[src/rtl/ssr_pkg.sv]
// package: constants and carrier types for the two-wire port block
package ssr_pkg;
    // register addresses (word index on the plain port)
    localparam logic [3:0] ADDR_BUF    = 4'h0;
    localparam logic [3:0] ADDR_STATUS = 4'h1;
    localparam logic [3:0] ADDR_CTRL   = 4'h2;
    localparam logic [3:0] ADDR_BAUD   = 4'h3;
    localparam logic [3:0] ADDR_IRQST  = 4'h4;
    localparam logic [3:0] ADDR_IRQMSK = 4'h5;
    localparam logic [3:0] ADDR_CMD    = 4'h6;
    // field positions
    localparam int BF_BIT    = 0;
    localparam int OV_BIT    = 6;
    localparam int EN_BIT    = 5;
    localparam int CMD_START = 0;
    localparam int IRQ_PORT  = 0;
    localparam int IRQ_BCOL  = 1;
    localparam int BAUD_MSB  = 6;
    // reset values and the last bit index
    localparam logic [7:0] BAUD_RST = 8'h00;
    localparam logic [6:0] ADDR_RST = 7'h00;
    localparam logic [1:0] IRQ_RST  = 2'h0;
    localparam logic [2:0] BIT_LAST = 3'h7;
    // start generator states, gray coded along the usual path
    typedef enum logic [2:0] {
        SSR_IDLE  = 3'b000,
        SSR_CHECK = 3'b001,
        SSR_HOLD1 = 3'b011,
        SSR_HOLD2 = 3'b010,
        SSR_DONE  = 3'b110
    } ssr_start_t;
    // slave receive states
    typedef enum logic [1:0] {
        SSR_RX_IDLE = 2'b00,
        SSR_RX_BITS = 2'b01,
        SSR_RX_ACK  = 2'b11,
        SSR_RX_WAIT = 2'b10
    } ssr_rx_t;
    // filtered view of the bus lines
    typedef struct packed {
        logic scl;
        logic sda;
    } ssr_lines_t;
endpackage : ssr_pkg

[src/rtl/ssr_port.sv]
// two-wire port: slave receive with acknowledge and master start generation
`timescale 1ns/1ns
// Functional notes
// - as slave the block only receives and drives sda only for the ack.
// - after an address match or a matched data byte, store byte then ack.
// - no ack when buffer-full or overflow was already set before the byte.
// - byte with buffer full is not stored but still sets irq and overflow.
// - reading the buffer clears buffer-full; software clears overflow.
// - during start both lines are sampled in the check and the first count only.
// - a line already low at start aborts, flags collision, goes idle.
// - start releases lines; sda high loads the counter from baud 6:0.
// - scl low while sda high in the first count is a collision.
// - sda low in the first count resets the counter, sda driven early.
// - sda high through count: drive sda low, recount, then drive scl low.
// - scl low during the second count is not a collision.
// - two masters starting together are not a collision at start.
// - a full byte after an address match goes to the buffer if it is empty and sets the port irq flag.
// - in slave mode the baud register holds the slave address.
module ssr_port (
    input  wire logic       mclk_i,
    input  wire logic       reset_i,
    input  wire logic [3:0] addr_i,
    input  wire logic [7:0] wdata_i,
    input  wire logic       wr_i,
    input  wire logic       rd_i,
    output logic      [7:0] rdata_o,
    output logic            irq_o,
    input  wire logic       scl_i,
    input  wire logic       sda_i,
    output logic            scl_o,
    output logic            scl_oe_o,
    output logic            sda_o,
    output logic            sda_oe_o
);
    ////////////////////////////////////////////////////////////////////
    // input synchronisers: three stages, change taken when 1 and 2 agree
    logic [2:0]         scl_sy_reg;
    logic [2:0]         sda_sy_reg;
    ssr_pkg::ssr_lines_t ln_reg;
    ssr_pkg::ssr_lines_t ln_prev_reg;

    always_ff @(posedge mclk_i) begin
        if (reset_i) begin
            scl_sy_reg <= 3'h7;
            sda_sy_reg <= 3'h7;
        end else begin
            scl_sy_reg <= {scl_sy_reg[1:0], scl_i};
            sda_sy_reg <= {sda_sy_reg[1:0], sda_i};
        end
    end

    // filtered levels; stage 0 is read only by stage 1
    always_ff @(posedge mclk_i) begin
        if (reset_i) begin
            ln_reg      <= '{scl: 1'b1, sda: 1'b1};
            ln_prev_reg <= '{scl: 1'b1, sda: 1'b1};
        end else begin
            if (scl_sy_reg[1] == scl_sy_reg[2])
                ln_reg.scl <= scl_sy_reg[2];
            if (sda_sy_reg[1] == sda_sy_reg[2])
                ln_reg.sda <= sda_sy_reg[2];
            ln_prev_reg <= ln_reg;
        end
    end

    logic scl_rise;
    logic scl_fall;
    logic start_seen;
    logic stop_seen;
    assign scl_rise   = ln_reg.scl & ~ln_prev_reg.scl;
    assign scl_fall   = ~ln_reg.scl & ln_prev_reg.scl;
    assign start_seen = ln_reg.scl & ln_prev_reg.scl
                        & ln_prev_reg.sda & ~ln_reg.sda;
    assign stop_seen  = ln_reg.scl & ln_prev_reg.scl
                        & ~ln_prev_reg.sda & ln_reg.sda;

    ////////////////////////////////////////////////////////////////////
    // software registers
    logic [7:0] buf_reg;
    logic       bf_reg;
    logic       ov_reg;
    logic       en_reg;
    logic [7:0] baud_reg;
    logic [1:0] ist_reg;
    logic [1:0] imsk_reg;
    logic       byte_done;
    logic       bcol_evt;
    logic       wr_ctrl;
    logic       rd_buf;
    logic       go_start;
    assign wr_ctrl  = wr_i && addr_i == ssr_pkg::ADDR_CTRL;
    assign rd_buf   = rd_i && addr_i == ssr_pkg::ADDR_BUF;
    assign go_start = wr_i && addr_i == ssr_pkg::ADDR_CMD
                      && wdata_i[ssr_pkg::CMD_START];

    // control and baud/address registers
    always_ff @(posedge mclk_i) begin
        if (reset_i) begin
            en_reg   <= 1'b0;
            baud_reg <= ssr_pkg::BAUD_RST;
            imsk_reg <= ssr_pkg::IRQ_RST;
        end else begin
            if (wr_ctrl)
                en_reg <= wdata_i[ssr_pkg::EN_BIT];
            if (wr_i && addr_i == ssr_pkg::ADDR_BAUD)
                baud_reg <= wdata_i;
            if (wr_i && addr_i == ssr_pkg::ADDR_IRQMSK)
                imsk_reg <= wdata_i[1:0];
        end
    end

    // overflow: set by hardware wins over the software clear
    logic ov_set;
    logic bf_set;
    always_ff @(posedge mclk_i) begin
        if (reset_i) begin
            ov_reg <= 1'b0;
            bf_reg <= 1'b0;
        end else begin
            if (ov_set)
                ov_reg <= 1'b1;
            else if (wr_ctrl)
                ov_reg <= wdata_i[ssr_pkg::OV_BIT];
            if (bf_set)
                bf_reg <= 1'b1;
            else if (rd_buf)
                bf_reg <= 1'b0;
        end
    end

    // sticky status, write one to clear, new events win
    logic [1:0] ist_set;
    assign ist_set = {bcol_evt, byte_done};
    always_ff @(posedge mclk_i) begin
        if (reset_i)
            ist_reg <= ssr_pkg::IRQ_RST;
        else if (wr_i && addr_i == ssr_pkg::ADDR_IRQST)
            ist_reg <= (ist_reg & ~wdata_i[1:0]) | ist_set;
        else
            ist_reg <= ist_reg | ist_set;
    end

    always_ff @(posedge mclk_i) begin
        if (reset_i)
            irq_o <= 1'b0;
        else
            irq_o <= |(ist_reg & imsk_reg);
    end

    // read data one cycle after the strobe, zero otherwise
    always_ff @(posedge mclk_i) begin
        if (reset_i || !rd_i)
            rdata_o <= 8'h00;
        else begin
            unique case (addr_i)
                ssr_pkg::ADDR_BUF:    rdata_o <= buf_reg;
                ssr_pkg::ADDR_STATUS: rdata_o <= {7'h00, bf_reg};
                ssr_pkg::ADDR_CTRL:   rdata_o <= {1'b0, ov_reg, en_reg, 5'h00};
                ssr_pkg::ADDR_BAUD:   rdata_o <= baud_reg;
                ssr_pkg::ADDR_IRQST:  rdata_o <= {6'h00, ist_reg};
                ssr_pkg::ADDR_IRQMSK: rdata_o <= {6'h00, imsk_reg};
                default:              rdata_o <= 8'h00;
            endcase
        end
    end

    ////////////////////////////////////////////////////////////////////
    // slave receiver
    ssr_pkg::ssr_rx_t rx_reg;
    logic [7:0] sr_reg;
    logic [2:0] bit_reg;
    logic       matched_reg;
    logic       ack_reg;
    logic       rx_sda_low;
    logic       full_byte;
    assign full_byte = rx_reg == ssr_pkg::SSR_RX_BITS && scl_rise
                       && bit_reg == ssr_pkg::BIT_LAST;
    assign ov_set    = full_byte && bf_reg
                       && (matched_reg
                           || sr_reg[6:0] == baud_reg[ssr_pkg::BAUD_MSB:0]);
    assign byte_done = full_byte
                       && (matched_reg
                           || sr_reg[6:0] == baud_reg[ssr_pkg::BAUD_MSB:0]);
    assign bf_set    = byte_done && !bf_reg;

    always_ff @(posedge mclk_i) begin
        if (reset_i || !en_reg || stop_seen) begin
            rx_reg      <= ssr_pkg::SSR_RX_IDLE;
            matched_reg <= 1'b0;
            ack_reg     <= 1'b0;
            bit_reg     <= 3'h0;
            sr_reg      <= 8'h00;
        end else if (start_seen) begin
            // a start inside the ack clock must not leave the ack armed
            rx_reg      <= ssr_pkg::SSR_RX_BITS;
            matched_reg <= 1'b0;
            ack_reg     <= 1'b0;
            bit_reg     <= 3'h0;
        end else begin
            unique case (rx_reg)
                ssr_pkg::SSR_RX_IDLE: rx_reg <= ssr_pkg::SSR_RX_IDLE;
                ssr_pkg::SSR_RX_BITS: if (scl_rise) begin
                    sr_reg  <= {sr_reg[6:0], ln_reg.sda};
                    bit_reg <= bit_reg + 3'h1;
                    if (bit_reg == ssr_pkg::BIT_LAST) begin
                        // address compared against the baud/address register
                        if (byte_done) begin
                            rx_reg      <= ssr_pkg::SSR_RX_ACK;
                            matched_reg <= 1'b1;
                            ack_reg     <= !bf_reg && !ov_reg;
                        end else
                            rx_reg <= ssr_pkg::SSR_RX_IDLE;
                    end
                end
                ssr_pkg::SSR_RX_ACK: if (scl_fall)
                    rx_reg <= ssr_pkg::SSR_RX_WAIT;
                ssr_pkg::SSR_RX_WAIT: if (scl_fall) begin
                    rx_reg  <= ssr_pkg::SSR_RX_BITS;
                    ack_reg <= 1'b0;
                end
            endcase
        end
    end

    // receive buffer loads from the shifter only when it was empty
    always_ff @(posedge mclk_i) begin
        if (reset_i)
            buf_reg <= 8'h00;
        else if (bf_set)
            buf_reg <= {sr_reg[6:0], ln_reg.sda};
    end
    // sda pulled low only across the ack clock: the sole slave drive
    assign rx_sda_low = ack_reg && rx_reg == ssr_pkg::SSR_RX_WAIT;

    ////////////////////////////////////////////////////////////////////
    // master start generator
    ssr_pkg::ssr_start_t st_reg;
    logic [6:0] brg_reg;
    logic       st_sda_low;
    logic       st_scl_low;
    assign bcol_evt = (st_reg == ssr_pkg::SSR_CHECK
                       && (!ln_reg.sda || !ln_reg.scl))
                      || (st_reg == ssr_pkg::SSR_HOLD1
                          && !ln_reg.scl && ln_reg.sda);

    always_ff @(posedge mclk_i) begin
        if (reset_i) begin
            st_reg     <= ssr_pkg::SSR_IDLE;
            brg_reg    <= 7'h00;
            st_sda_low <= 1'b0;
            st_scl_low <= 1'b0;
        end else begin
            unique case (st_reg)
                ssr_pkg::SSR_IDLE: if (go_start && en_reg) begin
                    st_reg     <= ssr_pkg::SSR_CHECK;  // lines released
                    st_sda_low <= 1'b0;
                    st_scl_low <= 1'b0;
                end
                // both lines watched on the check cycle and every cycle of the first count
                ssr_pkg::SSR_CHECK: if (bcol_evt)
                    st_reg  <= ssr_pkg::SSR_IDLE;
                else begin
                    st_reg  <= ssr_pkg::SSR_HOLD1;
                    brg_reg <= baud_reg[ssr_pkg::BAUD_MSB:0];
                end
                ssr_pkg::SSR_HOLD1: if (bcol_evt)
                    st_reg <= ssr_pkg::SSR_IDLE;
                else if (!ln_reg.sda || brg_reg == 7'h00) begin
                    // another master's early start is arbitrated later
                    st_sda_low <= 1'b1;
                    brg_reg    <= baud_reg[ssr_pkg::BAUD_MSB:0];
                    st_reg     <= ssr_pkg::SSR_HOLD2;
                end else
                    brg_reg <= brg_reg - 7'h01;
                // scl low here is ignored on purpose
                ssr_pkg::SSR_HOLD2: if (brg_reg == 7'h00) begin
                    st_scl_low <= 1'b1;
                    st_reg     <= ssr_pkg::SSR_DONE;
                end else
                    brg_reg <= brg_reg - 7'h01;
                ssr_pkg::SSR_DONE: if (go_start || !en_reg) begin
                    st_reg     <= ssr_pkg::SSR_IDLE;     // release for next use
                    st_sda_low <= 1'b0;
                    st_scl_low <= 1'b0;
                end
                default: st_reg <= ssr_pkg::SSR_IDLE;
            endcase
        end
    end

    // pad drivers: open drain, output value always low
    always_ff @(posedge mclk_i) begin
        if (reset_i) begin
            sda_oe_o <= 1'b0;
            scl_oe_o <= 1'b0;
            sda_o    <= 1'b0;
            scl_o    <= 1'b0;
        end else begin
            sda_oe_o <= st_sda_low | rx_sda_low;
            scl_oe_o <= st_scl_low;
            sda_o    <= 1'b0;
            scl_o    <= 1'b0;
        end
    end
endmodule : ssr_port

[config.mk]
export PLATFORM = sky130hd
export DESIGN_NAME = ssr_port
export DESIGN_NICKNAME = d
export VERILOG_FILES = /design/src/rtl/ssr_pkg.sv /design/src/rtl/ssr_port.sv
export SDC_FILE = /design/constraint.sdc
export NUM_CORES = 1
export LEC_CHECK = 0
export ABC_AREA = 1
export BUFFER_PORTS_ARGS = -buffer_cell sky130_fd_sc_hd__buf_4
export CAP_MARGIN = 20
export CORE_MARGIN = 2
export CORE_UTILIZATION = 61
export CTS_BUF_LIST = sky130_fd_sc_hd__clkbuf_2 sky130_fd_sc_hd__clkbuf_4 sky130_fd_sc_hd__clkbuf_8
export CTS_CLUSTER_DIAMETER = 80
export DETAILED_ROUTE_END_ITERATION = 8
export MAX_ROUTING_LAYER = met4
export PLACE_DENSITY_LB_ADDON = 0.15
export SLEW_MARGIN = 20
export SYNTH_ARGS = -nofsm -noshare
export SYNTH_HDL_FRONTEND = slang
export SYNTH_SLANG_ARGS = --single-unit
[constraint.sdc]
create_clock -name mclk_i -period 1.9 [get_ports mclk_i]
set_clock_uncertainty 0.1 [all_clocks]
set_input_delay 0.285 -clock mclk_i [delete_from_list [all_inputs] [get_ports mclk_i]]
set_output_delay 0.285 -clock mclk_i [all_outputs]
set_load 0.02 [all_outputs]
; Word-level counts from Yosys, hierarchy flattened
; Cells that the tools add are included.
[word_totals]
reg_bits = 70
latchBits = 0
ram_bits = 0
rom_bits = 0
out_inout_bits = 13
memories = 0
[classes]
addsub = 2
n_mul = 0
div_mod_pow = 0
order_cmp = 0
n_eq_ne = 34
shifts = 0
n_mux = 37
n_bitwise = 18
n_reduce_logical = 55
[op_table]
columns = cell, n
row1 = 8-bit case mux with 6 select lines, 1
row2 = 7-bit two-way mux, 4
row3 = 4-bit AND reduction, 6
row4 = 7-bit case mux with 3 select lines, 1
row5 = 2-bit inequality test (second input constant), 10
row6 = 1-bit logical AND, 19
row7 = 3-bit two-way mux, 5
row8 = 3-bit case mux with 5 select lines, 1
row9 = 1-bit two-way mux, 14
row10 = 2-bit two-way mux, 7
row11 = 4-bit by 3-bit == test with 1-bit output (second input constant), 3
row12 = 5-bit AND reduction, 2
row13 = 3-bit inequality test (second input constant), 3
row14 = 3-bit nonzero test, 3
row15 = 4-bit by 2-bit == test with 1-bit output (second input constant), 2
row16 = 1-bit logical OR, 8
row17 = 2-bit case mux with 4 select lines, 1
row18 = 1-bit AND, 7
row19 = 7-bit == test, 1
row20 = 7-bit zero test, 1
row21 = 7-bit by 1-bit subtractor with 7-bit output (second input constant), 1
row22 = 3-bit by 2-bit == test with 1-bit output (second input constant), 2
row23 = 3-bit == test (second input constant), 2
row24 = 1-bit zero test, 6
row25 = other kinds (22), 36

; Longest topological paths before layout
[logic_depth]
depth_word = 10
depth_mapped = 12

; Worst setup path after synthesis
; OpenSTA, ideal clock, no wires.
[synth_path]
kind = flip-flop to flip-flop
from = register bit_reg[0]
to = register ack_reg
setup_ns = 0.115
arrival_time_ns = 1.250
required_ns = 1.685
path_slack_ns = 0.435
stages_incl_launch_ff = 9
path_buffers = 0
synth_period_minus_slack_ns = 1.465
cell_sequence = dfxtp_1 ha_1 ha_1 inv_1 nor2_8 nand2_1 nand2_1 a21oi_1 nor2_1
[synth_via]
elab_chain_len = 5
[synth_rtl]
columns = element, line_no
row1 = "start, declared", ssr_port.sv:171  ; logic [2:0] bit_reg;
row2 = "start signal, assigned", ssr_port.sv:204  ; bit_reg <= bit_reg + 3'h1;
row3 = 3-bit == test *, "ssr_port.sv:177, ssr_port.sv:205"
row4 = 1-bit logical AND, ssr_port.sv:177  ; && bit_reg == ssr_pkg::BIT_LAST;
row5 = 1-bit logical AND, ssr_port.sv:182  ; && (matched_reg
row6 = 2-bit inequality test (no line), --
row7 = 5-bit AND reduction (no line) *, --
row8 = "end signal, assigned", ssr_port.sv:210  ; ack_reg <= !bf_reg && !ov_reg;
row9 = "end, declared", ssr_port.sv:173  ; logic ack_reg;
; Mark *: on every way between the ends. The rest lies on a longest branch, timed or not.
; A chain may end at the register's enable or synchronous reset.

; Worst setup path in the final report
[layout_path]
from = register ln_reg[0] (netlist name)
to = register brg_reg[1]
[layout_via]
elab_chain_len = 6
[layout_rtl]
columns = element, line_no
row1 = "start, declared", ssr_port.sv:39  ; ssr_pkg::ssr_lines_t ln_reg;
row2 = "start signal, assigned", ssr_port.sv:55  ; ln_reg <= '{scl: 1'b1, sda: 1'b1};
row3 = 1-bit zero test, "ssr_port.sv:242, ssr_port.sv:268"
row4 = 1-bit logical OR, ssr_port.sv:242  ; && (!ln_reg.sda || !ln_reg.scl))
row5 = 1-bit logical AND, ssr_port.sv:242
row6 = 1-bit logical OR, ssr_port.sv:243  ; || (st_reg == ssr_pkg::SSR_HOLD1
row7 = 2-bit inequality test (no line), --
row8 = 4-bit AND reduction (no line), --
row9 = "end signal, assigned", ssr_port.sv:264  ; brg_reg <= baud_reg[ssr_pkg::BAUD_MSB:0];
row10 = "end signal, assigned", ssr_port.sv:271  ; brg_reg <= baud_reg[ssr_pkg::BAUD_MSB:0];
row11 = "end signal, assigned", ssr_port.sv:274  ; brg_reg <= brg_reg - 7'h01;
row12 = "end, declared", ssr_port.sv:238  ; logic [6:0] brg_reg;
; Parallel ways exist; a longest one is shown, timed or not. The select of a mux whose other input is x is not followed.

==> metrics.cfg <==
[detailed_routing]
first_pass_iters = 4
wire_per_inst_microns = 13.3
detail_route.iter0.violations = 156
vias_per_cell = 5.21
vias = 2881
routed_wirelength_microns = 7350
drc_errors = 0
drtAntennaViolNets = 0

[status]
status = finished clean

[timing]
timing.final.crit_share_pct = 91.2
fmax_mhz = 577
setup_viol = 0
min_period_ns = 1.73
slew_violations = 0
rsz0062_at_grt = false
hold_viol_final = 0
setup_tns_ns = 0

[floorplanning]
dieArea_sq_um = 5950
initial_core_util_pct = 63.5
core_area_sq_um = 5140
die_h_microns = 77.2
rows = 26
ios = 31
die_w_microns = 77.2

[place]
dp_hpwl_microns = 5440
port_buffers = 28
gp_congestion = 0.927

[layout]
drive_gt1_share_pct = 17.2
fin_nets = 500
num_antenna_cells = 0
area_growth_pct = 14.0

[power]
finalPower_mw = 3.16
p_clk_share_pct = 39.1
p_leak_nw = 1.67
power.density_nw_per_um2 = 850
ir_drop_mv = 0.686
p_switching_uw = 864
pwr-share-comb_pct = 11.8
seqPwrFrac_pct = 49.0
switching_share_pct = 27.3
p_int_mw = 2.30

[synthesis]
ys.flop_type = dfxtp_1
yosysMostFrequentCell = nand2_1
synth_top_area_share_pct = 42.9
yosysTopAreaCell = dfxtp_1
synth_commonest_cells = nand2_1, dfxtp_1, inv_1
yosysWarnings = 0
synthesis.area_sq_um = 3270
synth-edff-count = 0
ys_top_cells_by_area = dfxtp_1, nand2_1, inv_1
syn-instance-count = 445
ys_ff_latch = 70
syn_avg_cell_area_sq_um = 7.34
yosysSeqAreaShare_pct = 42.9
synth.distinct_cells = 40
synthArstFlopShare_pct = 0

[critical_path]
reg2reg_slack_ns = 0.17
critPathLaunchType = flop
critPathRequiredTime_ns = 2.03
path_max_fanout = 10
end_kind = flop
crit_type = reg2reg
arrival_ns = 1.86

[clocking]
cts_tree = done
postCtsSetupRepairBufs = 0
clock-sinks = 70
clkTransAtPathRegs_ns = 0.07
cts_htree_levels = 3
clock_latency_ns = 0.34
cts.path.max_buffers = 2
cts_resized = 0
root_buffer = clkbuf_8
holdBufCountCts = 0
cts_buffers = 9

[flow_run]
cap_violations = 0

[grt]
antenna_found_initial = 0
grt_pass1_vias = 2736
track_usage_pct = 27.0
grt_first_pass_wirelength_microns = 12400
grt_max_degree = 18
grt-ovfl-total = 0

[worst_hold_path]
hold_path_class = in2reg

==> layer usage <==
layer / vias to the layer above / GRT usage [%] / part of all wire [%]
met5: - / - / 0
met4: 0 / 12.5 / 2.3
met3: 14 / 4.00 / 4.7
met2: 81 / 43.0 / 46
met1: 1303 / 34.0 / 47
li1: 1483 / - / -
==> critical path: stages, from the launching register on <==
cell and delay, ns:
dfxtp_1 0.50, nand2_1 0.13, inv_1 0.09, nor2_2 0.04, o21ai_2 0.11, nand2_4 0.11
a21oi_4 0.27, inv_1 0.14, nand2_1 0.08, a21oi_1 0.06
==> logic make-up after synthesis <==
kind of cell	synth area share, %
AO/OA/AOI/OAI	15.3
XOR/XNOR	2.15
adder cells (fa/ha/maj)	1.53
buffers and inverters	10.7
other	0.115
flip-flops	42.9
AND/OR/NAND/NOR	27.3
==> area by class of cell <==
type                       count  area (sq um)
multi-input combinational    294          1520
clock inverter                 6          68.8
clock buffer                  10           138
timing repair buffer          33           248
tap                           70          87.6
fill                         452          1420
sequential                    70          1400
inverter                      70           263
==> per-stage QoR <==
| step | setup WS (ns) | utilization [%] | cell area [sq um] | hold slack, ns | std cells |
|---|---|---|---|---|---|
| CTS | 0.178 | 72.4 | 3720 | 0.0106 | 553 |
| detailed placement | 0.187 | 68.4 | 3520 | 0.302 | 537 |
| finish | 0.168 | 72.4 | 3720 | 0.0211 | 553 |
| global route | 0.0183 | 72.4 | 3720 | 0.0158 | 553 |
| floorplan | 0.435 | - | 3270 | 0.289 | 446 |
| global placement | 0.213 | 68.4 | 3520 | 0.291 | 537 |
==> final timing paths <==
path	startpoint	to	depth (start not counted)
setup / recovery	ln_reg[0]	brg_reg[1]	9
hold / removal	sda_i	sda_sy_reg[0]	2
setup reg to reg	ln_reg[0]	brg_reg[1]	9
hold reg to reg	sda_sy_reg[0]	sda_sy_reg[1]	1
==> power groups by stage <==
stage | sequential, mW | clock (mW) | combinational, mW
floorplan | 1.58 | 0 | 0.264
global placement | 1.58 | 0 | 0.374
detailed placement | 1.58 | 0 | 0.371
CTS | 1.55 | 1.25 | 0.373
global route | 1.56 | 1.32 | 0.422
finish | 1.55 | 1.24 | 0.374
==> placed cells by master, fill, tap and decap left out, types with 2 or more instances in the layout <==
master,instances
a21oi_1,47
a31oi_1,2
buf_4,33
clkbuf_8,10
conb_1,2
dfxtp_1,70
ha_1,4
inv_1,65
inv_2,5
inv_6,2
nand2_1,100
nand2_2,7
nand3_1,15
nand3b_1,2
nand4_1,9
nor2_1,37
nor2_2,5
nor3_1,5
o211ai_1,7
o21ai_0,22
o221ai_1,2
or2_2,6
xor2_1,7
No activity file was read; power rests on OpenSTA's default activity.
